$ cat src/hdl/fps_consts.svh
// constants of the fault protection supervisor
// Behaviour
// - output below -300 mV latches phases high-z
// - reverse monitor stays active after over-voltage latch
// - reverse latch cleared by enable, supply, over-voltage
// - summed current above threshold flags over-current
// - reduced power states divide threshold by N
// - over-current truncates each phase on-time
// - over-current lasting 1ms latches phases high-z
// - over-current latch cleared by supply or enable
// - per-phase limit truncates that phase's duty
// - output above 3.4V latches low, conduction flag
// - target+400mV latches low, blanked in transitions
// - under-voltage lasting 1ms latches phases high-z
// - under-voltage is 300mV below target
// - over-voltage latch cleared by enable, supply, reverse
// - target check blanked until first final-target fall
// - disabled or supply lockout forces high-z
`ifndef FPS_CONSTS_SVH
`define FPS_CONSTS_SVH
`define FPS_CLK_HZ          10000000
`define FPS_PERSIST_US      1000
`define FPS_PERSIST_CYC     ((`FPS_CLK_HZ / 1000000) * `FPS_PERSIST_US)
`define FPS_NPH             4
`define FPS_CUR_W           12
// register byte offsets
`define FPS_REG_CTRL        5'h00
`define FPS_REG_THRESH      5'h04
`define FPS_REG_STATUS      5'h08
`define FPS_REG_IRQ_STAT    5'h0c
`define FPS_REG_IRQ_MASK    5'h10
// ctrl fields
`define FPS_CTRL_PS_BIT     0
`define FPS_CTRL_NPH_LSB    1
`define FPS_THRESH_RST      12'hfff
`define FPS_NPH_RST         2'h0
// event / interrupt status bit positions
`define FPS_EV_RV           0
`define FPS_EV_OV           1
`define FPS_EV_OC           2
`define FPS_EV_UV           3
`define FPS_EV_HOT          4
`define FPS_EV_W            5
`endif

$ cat src/hdl/fps_pkg.sv
// types of the fault protection supervisor
`default_nettype none
`include "fps_consts.svh"
package fps_pkg;
    typedef enum logic [1:0] {
        FPS_PWM_LOW  = 2'h0,
        FPS_PWM_HIGH = 2'h1,
        FPS_PWM_HIZ  = 2'h2
    } fps_pwm_t;
    typedef struct packed {
        logic rev_volt;     // output sense below -300 mV
        logic ov_fixed;     // above 3.4 V
        logic ov_target;    // above target + 400 mV
        logic under_volt;   // 300 mV or more below target
        logic over_temp;
    } fps_cmp_t;
    typedef enum logic [2:0] {
        FPS_ST_OFF   = 3'h1,
        FPS_ST_RUN   = 3'h2,
        FPS_ST_FAULT = 3'h4
    } fps_state_t;
endpackage
`default_nettype wire

$ cat src/hdl/fps_persist_timer.sv
// persistence timer: flag raised after a condition holds for a fixed count, held until the condition breaks
`timescale 1ns/10ps
`default_nettype none
`include "fps_consts.svh"
module fps_persist_timer #(
    parameter int unsigned CYCLES = `FPS_PERSIST_CYC
) (
    // clock and reset
    input  wire logic ref_clk_i,
    input  wire logic srst_i,
    // condition and expiry
    input  wire logic cond_i,
    output logic      expired_o
);
    logic [31:0] cnt_q;

    // any break in the condition restarts the count, so only continuous hold expires
    always_ff @(posedge ref_clk_i)
    begin
        if (srst_i || !cond_i)
        begin
            cnt_q     <= 32'h0;
            expired_o <= 1'b0;
        end
        else if (cnt_q < CYCLES - 1)
        begin
            cnt_q     <= cnt_q + 32'h1;
            expired_o <= 1'b0;
        end
        else
        begin
            expired_o <= 1'b1;
        end
    end
endmodule
`default_nettype wire

$ cat src/hdl/fps_oc_threshold.sv
// over-current threshold scaling and comparison
`timescale 1ns/10ps
`default_nettype none
`include "fps_consts.svh"
module fps_oc_threshold (
    // clock and reset
    input  wire logic                   ref_clk_i,
    input  wire logic                   srst_i,
    // settings
    input  wire logic [`FPS_CUR_W-1:0]  thresh_i,
    input  wire logic                   reduced_i,
    input  wire logic [1:0]             nph_sel_i,
    // current
    input  wire logic [`FPS_CUR_W-1:0]  sum_i,
    output logic                        over_o
);
    logic [`FPS_CUR_W-1:0] eff_q;

    // divider registered: threshold changes are slow, avoids a long compare path
    always_ff @(posedge ref_clk_i)
    begin
        if (srst_i)
            eff_q <= `FPS_THRESH_RST;
        else if (!reduced_i)
            eff_q <= thresh_i;
        else if (nph_sel_i == 2'h1)
            eff_q <= thresh_i / `FPS_CUR_W'(3);
        else if (nph_sel_i == 2'h2)
            eff_q <= thresh_i >> 1;
        else
            eff_q <= thresh_i >> 2;
    end

    always_ff @(posedge ref_clk_i)
    begin
        if (srst_i)
            over_o <= 1'b0;
        else
            over_o <= sum_i > eff_q;
    end
endmodule
`default_nettype wire

$ cat src/hdl/fps_supervisor.sv
// fault protection supervisor top
//
// The implementer's own choices: the Avalon-MM register port and the register addresses.
`timescale 1ns/10ps
`default_nettype none
`include "fps_consts.svh"
module fps_supervisor (
    // clock and reset
    input  wire logic                       ref_clk_i,
    input  wire logic                       srst_i,
    // supply and enable
    input  wire logic                       enable_i,
    input  wire logic                       supply_ok_i,
    // comparators
    input  wire fps_pkg::fps_cmp_t          cmp_i,
    input  wire logic                       final_target_flag_i,
    input  wire logic                       vid_transition_i,
    input  wire logic [`FPS_CUR_W-1:0]      summed_current_sense_i,
    input  wire logic [`FPS_NPH-1:0]        phase_limit_i,
    // modulator
    input  wire logic [`FPS_NPH-1:0]        pwm_mod_i,
    // phase outputs
    output fps_pkg::fps_pwm_t [`FPS_NPH-1:0] pwm_o,
    output logic                            forced_conduction_flag_o,
    output logic                            thermal_alarm_n_o,
    output logic                            irq_o,
    // avalon-mm slave
    input  wire logic [4:0]                 avs_address_i,
    input  wire logic                       avs_read_i,
    input  wire logic                       avs_write_i,
    input  wire logic [31:0]                avs_writedata_i,
    input  wire logic [3:0]                 avs_byteenable_i,
    output logic [31:0]                     avs_readdata_o,
    output logic                            avs_waitrequest_o
);
    import fps_pkg::*;

    // ==========================================================
    // registers
    logic [`FPS_CUR_W-1:0] thresh_q;
    logic                  reduced_q;
    logic [1:0]            nph_q;
    logic [`FPS_EV_W-1:0]  irq_stat_q;
    logic [`FPS_EV_W-1:0]  irq_mask_q;
    logic                  rv_latch_q;
    logic                  ov_latch_q;
    logic                  oc_latch_q;
    logic                  uv_latch_q;
    logic                  en_prev_q;
    logic                  blank_q;
    logic                  ftf_prev_q;
    logic                  done_q;
    fps_state_t            state_q;

    logic active;
    logic en_rise;
    logic over_cur;
    logic oc_exp;
    logic uv_exp;
    logic ov_now;
    logic wr_hit;
    logic [`FPS_EV_W-1:0] ev;

    // ==========================================================
    // enable and supply
    assign active  = enable_i && supply_ok_i;
    // a fresh enable or supply return clears all latches
    assign en_rise = active && !en_prev_q;

    always_ff @(posedge ref_clk_i)
    begin
        if (srst_i)
            en_prev_q <= 1'b0;
        else
            en_prev_q <= active;
    end

    // ==========================================================
    // over-voltage blanking until first final-target fall
    always_ff @(posedge ref_clk_i)
    begin
        if (srst_i)
            ftf_prev_q <= 1'b0;
        else
            ftf_prev_q <= final_target_flag_i;
    end

    always_ff @(posedge ref_clk_i)
    begin
        if (srst_i || !active)
            blank_q <= 1'b1;
        else if (ftf_prev_q && !final_target_flag_i)
            blank_q <= 1'b0;
    end

    // fixed level is never blanked; target level blanked in transitions
    assign ov_now = active && (cmp_i.ov_fixed
                    || (cmp_i.ov_target && !blank_q && !vid_transition_i));

    // ==========================================================
    // current and persistence
    fps_oc_threshold u_oc (
        .ref_clk_i (ref_clk_i),
        .srst_i    (srst_i),
        .thresh_i  (thresh_q),
        .reduced_i (reduced_q),
        .nph_sel_i (nph_q),
        .sum_i     (summed_current_sense_i),
        .over_o    (over_cur)
    );

    fps_persist_timer #(.CYCLES(`FPS_PERSIST_CYC)) u_oc_tmr (
        .ref_clk_i (ref_clk_i),
        .srst_i    (srst_i),
        .cond_i    (over_cur && active),
        .expired_o (oc_exp)
    );

    fps_persist_timer #(.CYCLES(`FPS_PERSIST_CYC)) u_uv_tmr (
        .ref_clk_i (ref_clk_i),
        .srst_i    (srst_i),
        .cond_i    (cmp_i.under_volt && active),
        .expired_o (uv_exp)
    );

    // ==========================================================
    // fault latches
    always_ff @(posedge ref_clk_i)
    begin
        if (srst_i)
            rv_latch_q <= 1'b0;
        else if (active && cmp_i.rev_volt)
            rv_latch_q <= 1'b1;
        else if (en_rise || ov_now)
            rv_latch_q <= 1'b0;
    end

    // reverse wins over over-voltage: crowbar can drive output negative
    always_ff @(posedge ref_clk_i)
    begin
        if (srst_i)
            ov_latch_q <= 1'b0;
        else if (active && cmp_i.rev_volt)
            ov_latch_q <= 1'b0;
        else if (ov_now)
            ov_latch_q <= 1'b1;
        else if (en_rise)
            ov_latch_q <= 1'b0;
    end

    always_ff @(posedge ref_clk_i)
    begin
        if (srst_i)
            oc_latch_q <= 1'b0;
        else if (oc_exp)
            oc_latch_q <= 1'b1;
        else if (en_rise)
            oc_latch_q <= 1'b0;
    end

    always_ff @(posedge ref_clk_i)
    begin
        if (srst_i)
            uv_latch_q <= 1'b0;
        else if (uv_exp)
            uv_latch_q <= 1'b1;
        else if (en_rise)
            uv_latch_q <= 1'b0;
    end

    // ==========================================================
    // state
    always_ff @(posedge ref_clk_i)
    begin
        if (srst_i)
            state_q <= FPS_ST_OFF;
        else
        begin
            case (state_q)
                FPS_ST_OFF:   if (active) state_q <= FPS_ST_RUN;
                FPS_ST_RUN:
                    if (!active)
                        state_q <= FPS_ST_OFF;
                    else if (rv_latch_q || ov_latch_q || oc_latch_q || uv_latch_q)
                        state_q <= FPS_ST_FAULT;
                FPS_ST_FAULT: if (!active) state_q <= FPS_ST_OFF;
                default:      state_q <= FPS_ST_OFF;
            endcase
        end
    end

    // ==========================================================
    // phase outputs, latches first
    genvar g;
    generate
        for (g = 0; g < `FPS_NPH; g++)
        begin : g_ph
            always_ff @(posedge ref_clk_i)
            begin
                if (srst_i || !active)
                    pwm_o[g] <= FPS_PWM_HIZ;
                else if (rv_latch_q || oc_latch_q || uv_latch_q)
                    pwm_o[g] <= FPS_PWM_HIZ;
                else if (ov_latch_q)
                    pwm_o[g] <= FPS_PWM_LOW;
                else if (over_cur || phase_limit_i[g])
                    pwm_o[g] <= FPS_PWM_LOW;
                else
                    pwm_o[g] <= pwm_mod_i[g] ? FPS_PWM_HIGH : FPS_PWM_LOW;
            end
        end
    endgenerate

    always_ff @(posedge ref_clk_i)
    begin
        if (srst_i)
            forced_conduction_flag_o <= 1'b0;
        else
            forced_conduction_flag_o <= active && ov_latch_q && !rv_latch_q;
    end

    always_ff @(posedge ref_clk_i)
    begin
        if (srst_i)
            thermal_alarm_n_o <= 1'b1;
        else
            thermal_alarm_n_o <= !cmp_i.over_temp;
    end

    // ==========================================================
    // interrupts: set wins over write-one-to-clear
    assign ev[`FPS_EV_RV]  = rv_latch_q;
    assign ev[`FPS_EV_OV]  = ov_latch_q;
    assign ev[`FPS_EV_OC]  = oc_latch_q;
    assign ev[`FPS_EV_UV]  = uv_latch_q;
    assign ev[`FPS_EV_HOT] = cmp_i.over_temp;

    assign wr_hit = avs_write_i && !avs_waitrequest_o && avs_byteenable_i[0];

    always_ff @(posedge ref_clk_i)
    begin
        if (srst_i)
            irq_stat_q <= '0;
        else if (wr_hit && {avs_address_i[4:2], 2'b00} == 5'(`FPS_REG_IRQ_STAT))
            irq_stat_q <= (irq_stat_q & ~avs_writedata_i[`FPS_EV_W-1:0]) | ev;
        else
            irq_stat_q <= irq_stat_q | ev;
    end

    always_ff @(posedge ref_clk_i)
    begin
        if (srst_i)
            irq_o <= 1'b0;
        else
            irq_o <= |(irq_stat_q & irq_mask_q);
    end

    // ==========================================================
    // avalon slave: one wait cycle, answer on second cycle
    always_ff @(posedge ref_clk_i)
    begin
        if (srst_i)
            done_q <= 1'b0;
        else
            done_q <= (avs_read_i || avs_write_i) && !done_q;
    end

    always_ff @(posedge ref_clk_i)
    begin
        if (srst_i)
            avs_waitrequest_o <= 1'b1;
        else
            avs_waitrequest_o <= !((avs_read_i || avs_write_i) && !done_q);
    end

    always_ff @(posedge ref_clk_i)
    begin
        if (srst_i)
        begin
            thresh_q   <= `FPS_THRESH_RST;
            reduced_q  <= 1'b0;
            nph_q      <= `FPS_NPH_RST;
            irq_mask_q <= '0;
        end
        else if (wr_hit)
        begin
            if ({avs_address_i[4:2], 2'b00} == 5'(`FPS_REG_CTRL))
            begin
                reduced_q <= avs_writedata_i[`FPS_CTRL_PS_BIT];
                nph_q     <= avs_writedata_i[`FPS_CTRL_NPH_LSB +: 2];
            end
            else if ({avs_address_i[4:2], 2'b00} == 5'(`FPS_REG_THRESH))
                thresh_q <= avs_writedata_i[`FPS_CUR_W-1:0];
            else if ({avs_address_i[4:2], 2'b00} == 5'(`FPS_REG_IRQ_MASK))
                irq_mask_q <= avs_writedata_i[`FPS_EV_W-1:0];
        end
    end

    always_ff @(posedge ref_clk_i)
    begin
        if (srst_i)
            avs_readdata_o <= 32'h0;
        else if (avs_read_i && !done_q)
        begin
            if ({avs_address_i[4:2], 2'b00} == 5'(`FPS_REG_CTRL))
                avs_readdata_o <= {29'h0, nph_q, reduced_q};
            else if ({avs_address_i[4:2], 2'b00} == 5'(`FPS_REG_THRESH))
                avs_readdata_o <= {20'h0, thresh_q};
            else if ({avs_address_i[4:2], 2'b00} == 5'(`FPS_REG_STATUS))
                avs_readdata_o <= {26'h0, over_cur, state_q, rv_latch_q, ov_latch_q};
            else if ({avs_address_i[4:2], 2'b00} == 5'(`FPS_REG_IRQ_STAT))
                avs_readdata_o <= {27'h0, irq_stat_q};
            else if ({avs_address_i[4:2], 2'b00} == 5'(`FPS_REG_IRQ_MASK))
                avs_readdata_o <= {27'h0, irq_mask_q};
            else
                avs_readdata_o <= 32'h0;
        end
    end
endmodule
`default_nettype wire

$ cat config.mk
export PLATFORM = sky130hd
export DESIGN_NAME = fps_supervisor
export DESIGN_NICKNAME = d
export VERILOG_FILES = /design/src/hdl/fps_pkg.sv /design/src/hdl/fps_persist_timer.sv /design/src/hdl/fps_oc_threshold.sv /design/src/hdl/fps_supervisor.sv
export VERILOG_INCLUDE_DIRS = /design/src /design/src/hdl
export SDC_FILE = /design/constraint.sdc
export NUM_CORES = 1
export LEC_CHECK = 0
export ABC_AREA = 0
export BUFFER_PORTS_ARGS = -buffer_cell sky130_fd_sc_hd__buf_2
export CORE_UTILIZATION = 60
export DETAILED_ROUTE_END_ITERATION = 6
export GPL_TIMING_DRIVEN = 1
export HOLD_SLACK_MARGIN = 0.02
export PLACE_DENSITY = 0.82
export RECOVER_POWER = 100
export SYNTH_ARGS = -nofsm -noshare
export SYNTH_HDL_FRONTEND = slang
export SYNTH_SLANG_ARGS = --single-unit
$ cat constraint.sdc
create_clock -name ref_clk_i -period 10.3 [get_ports ref_clk_i]
set_clock_uncertainty 0.2 [all_clocks]
set_input_delay 0 -clock ref_clk_i [delete_from_list [all_inputs] [get_ports ref_clk_i]]
set_output_delay 0 -clock ref_clk_i [all_outputs]
set_load 0.01 [all_outputs]
==> results.md <==
* Share of layout cells above drive strength 1 at 0.110
* Synth Register Bits at 136
* Post-synth EDFFs at 0
* Total Wirelength at 17100 microns
* GPL Wtd Cong at 0.945
* Worst setup SP type: flop
* Clk sink count at 136
* Clock slew at reported path FFs at 0.06 ns
* Cells after Synth at 799
* Switching pwr at 0.270 mW
* Post-Route Setup TNS at 0 ns
* Largest family of logic cells by synthesized area: simple AND/OR/NAND/NOR gates
* Worst-skew pair later-pin latency at 0.42 ns
* Critical Path AT at 4.91 ns
* Unrepaired setup endpoints after global routing: false
* Clock power frac at 0.484
* Fin crit share at 0.468
* Cells resized by post-CTS repair at 0
* Setup-failing EPs final at 0
* DR pass1 iterations at 5
* Largest net degree at the start of global routing at 41
* Fraction of registers with async set/reset at 0
* Pwr dens at 149 nW/um^2
* RR Startpoint: thresh_q[11]
* Cell area after layout at 7930 sq um
* Worst Hold End: thresh_q[7]
* Lkg Pwr at 3.33 nW
* Int Power at 0.916 mW
* Mux contribution to synthesized area at 0.0430
* Slew headroom at -0.222
* Initial antenna violation count at 0
* Max-slew violations at 41
* Yosys warns at 0
* Max-cap check violation count at 1
* Failing checks: capacitance limit, slew limit
* Filler instances at 814
* IO Port Bufs at 72
* Sequential fraction of design power at 0.455
* Number of CTS-inserted buffers at 17
* Root buffer cell: clkbuf_16
* Antenna cell count at 0
* R2R Setup Slk at 5.48 ns
* Combinational share of power at 0.061
* # rows at 38
* Top Ports at 118
* Post-CTS Setup Bufs at 0
* Routed WL per cell at 16.6 microns
* Unique masters post-synth at 75
* DRC violations left at 0
* Register area share after synthesis at 0.402
* Sw Share at 0.228
* Mean Syn Cell Area at 8.48 sq um
* Vias in the first global route at 5810
* Detailed Route Iter0 Violations at 580
* R2r worst-path depth at 12
* Initial Util at 0.620
* Critical setup path kind: flop to flop
* Post-DP HPWL at 10900 microns
* Synthesis-to-layout area growth at 17.1%
* Primary FF master, synth: dfxtp_1
* Hold path start: avs_writedata_i[7]
* Final Hold Vio Count at 0
* Gr ovfl total at 0
* R2R Path End: u_oc.eff_q[0]
* Status: complete, but fails checks
* Routed vias at 6326
* H-tree Lvls at 4
* Fin crit period at 4.82 ns
* Post-synthesis adder-cell area fraction at 0.0277
* Actual slew at the worst max-slew pin at 1.83 ns
* CP Max Fanout at 24
* Total track usage at 0.300
* Nets at 965
* CTS tree: built
* Nature of the critical path endpoint: flop
* First-pass GRT wire length at 27600 microns
* Required @ worst endpoint at 10.39 ns
* Placed inst area at 6990 sq um
* Core Region at 10900 sq um
* Post-synthesis simple-gate area fraction at 0.231
* Post-synthesis compound-gate area fraction at 0.184
* WHS Path Cells at 4
* CTS Buffer Depth at 2
* Post-synthesis xor/xnor area fraction at 0.0323
* Die X at 108 microns
* HP Class: input port to flop
* Worst vdd ir at 0.131 mV
* DR vias/cell at 6.15
* Number of routed nets with antenna violations at 0
* Cell area after synthesis at 6780 sq um
* Fmax at 0.208 GHz
* Total die area at 11700 sq um
* Die Height at 108 microns
[worst max path at each step]
stage                     slack (ns)         start  cells after the start            end
after detailed placement        5.87  thresh_q[11]                     12  u_oc.eff_q[0]
after global placement          6.03  thresh_q[11]                     12  u_oc.eff_q[0]
after floorplan                 6.96   thresh_q[6]                     15  u_oc.eff_q[0]
after global routing            5.16  thresh_q[11]                     12  u_oc.eff_q[0]
after CTS                       5.77  thresh_q[11]                     12  u_oc.eff_q[0]
final                           5.48  thresh_q[11]                     12  u_oc.eff_q[0]
[repair_timing]
action / CTS / global route
hold endpoints to repair: 75 / 0
setup endpoints to repair: 0 / 0
hold buffers: 41 / 0
[worst max-delay path, stage by stage (launching register included)]
cell	delay [ns]
dfxtp_1	0.86
clkinv_1	0.46
a41oi_1	0.27
a22o_1	0.26
and2_0	0.70
o22a_1	0.30
nand3_1	0.10
o32a_1	0.23
ha_1	0.33
nor2_1	0.06
a2111oi_0	0.51
nor4_1	0.13
o41ai_2	0.28
[cells in the mapped netlist (18+ instances only)]
cell      instances  share of area
mux2i_1          19          0.028
a21oi_1          37          0.027
buf_4            29          0.032
o21ai_0          38          0.028
xor2_1           18          0.023
o211ai_1         21          0.023
nand3_1          21          0.016
nand2_1          63          0.035
and3_1           42          0.039
inv_1            29          0.016
nor2_1           82          0.045
dfxtp_1         136           0.40
clkbuf_1         38          0.021
[kinds of logic after synthesis]
family,after synthesis
adder cells (fa/ha/maj),15
buffers and inverters,110
XOR/XNOR,25
other,1
AO/OA/AOI/OAI,182
multiplexers,25
flip-flops,136
AND/OR/NAND/NOR,305
[sequential cells by signal, indices dropped and copies added, names as in the netlist, 2 cells and up]
name and cells:
u_oc_tmr.cnt_q 32, u_uv_tmr.cnt_q 32, avs_readdata_o 12, thresh_q 12, u_oc.eff_q 12, irq_mask_q 5, irq_stat_q 5, pwm_o 5
state_q 3, nph_q 2
[layout by cell type (no fill, tap or decap), types with 6 or more instances in the layout]
master / netlist / routed
clkbuf_1: 38 / 28
nor3_1: 15 / 15
nor2_1: 82 / 82
or3_1: 10 / 10
o211ai_1: 21 / 21
a21oi_1: 37 / 37
nand4_1: 6 / 6
nor2b_1: 14 / 14
nor4_1: 16 / 16
xor2_1: 18 / 18
nand3_1: 21 / 21
nand2_1: 63 / 63
a22oi_1: 8 / 8
buf_2: 3 / 47
dlygate4sd3_1: 0 / 41
a221oi_1: 8 / 8
dfxtp_1: 136 / 136
inv_1: 29 / 29
clkbuf_16: 0 / 17
nor3b_1: 7 / 7
a31oi_1: 13 / 13
xnor2_1: 7 / 7
conb_1: 1 / 20
o21ai_0: 38 / 38
a211oi_1: 6 / 6
ha_1: 15 / 15
nand2b_1: 6 / 6
and3_1: 42 / 42
mux2i_1: 19 / 19
[final cells by class]
| class | instances | area [sq um] | area share |
|---|---|---|---|
| clock buffer | 22 | 474 | 0.0598 |
| inverter | 33 | 124 | 0.0156 |
| timing repair buffer | 116 | 758 | 0.0956 |
| multi-input combinational | 572 | 3580 | 0.452 |
| tap | 140 | 175 | 0.0221 |
| sequential | 136 | 2720 | 0.343 |
| clock inverter | 10 | 93.8 | 0.0118 |
[stage by stage]
| stage | power, mW | hold WS, ns | utilization | cells | worst slack, ns |
|---|---|---|---|---|---|
| 2_1_floorplan | 0.593 | -0.130 | - | 818 | 6.96 |
| 6_report | 1.19 | 0.137 | 0.725 | 1029 | 5.48 |
| 3_5_place_dp | 0.610 | -0.0328 | 0.639 | 956 | 5.87 |
| 5_1_grt | 1.22 | 0.150 | 0.725 | 1029 | 5.16 |
| 3_3_place_gp | 0.607 | -0.0392 | 0.639 | 956 | 6.03 |
| 4_1_cts | 1.19 | 0.128 | 0.729 | 1029 | 5.77 |
[per-layer routing]
| layer | part of all wire | routed length, microns | global-route usage |
|---|---|---|---|
| met2 | 0.49 | 8310 | 0.503 |
| met3 | 0.068 | 1170 | 0.0772 |
| met5 | 0 | 0 | 0 |
| met4 | 0.037 | 631 | 0.154 |
| met1 | 0.41 | 7000 | 0.352 |
[power groups by stage]
stage | Clock [mW] | Combinational (mW) | Sequential, mW
after floorplan | 0 | 0.0450 | 0.548
after global placement | 0 | 0.0581 | 0.549
after detailed placement | 0 | 0.0602 | 0.550
after CTS | 0.577 | 0.0711 | 0.538
after global routing | 0.604 | 0.0798 | 0.539
final | 0.574 | 0.0724 | 0.539
No activity file was read; power rests on OpenSTA's default activity.
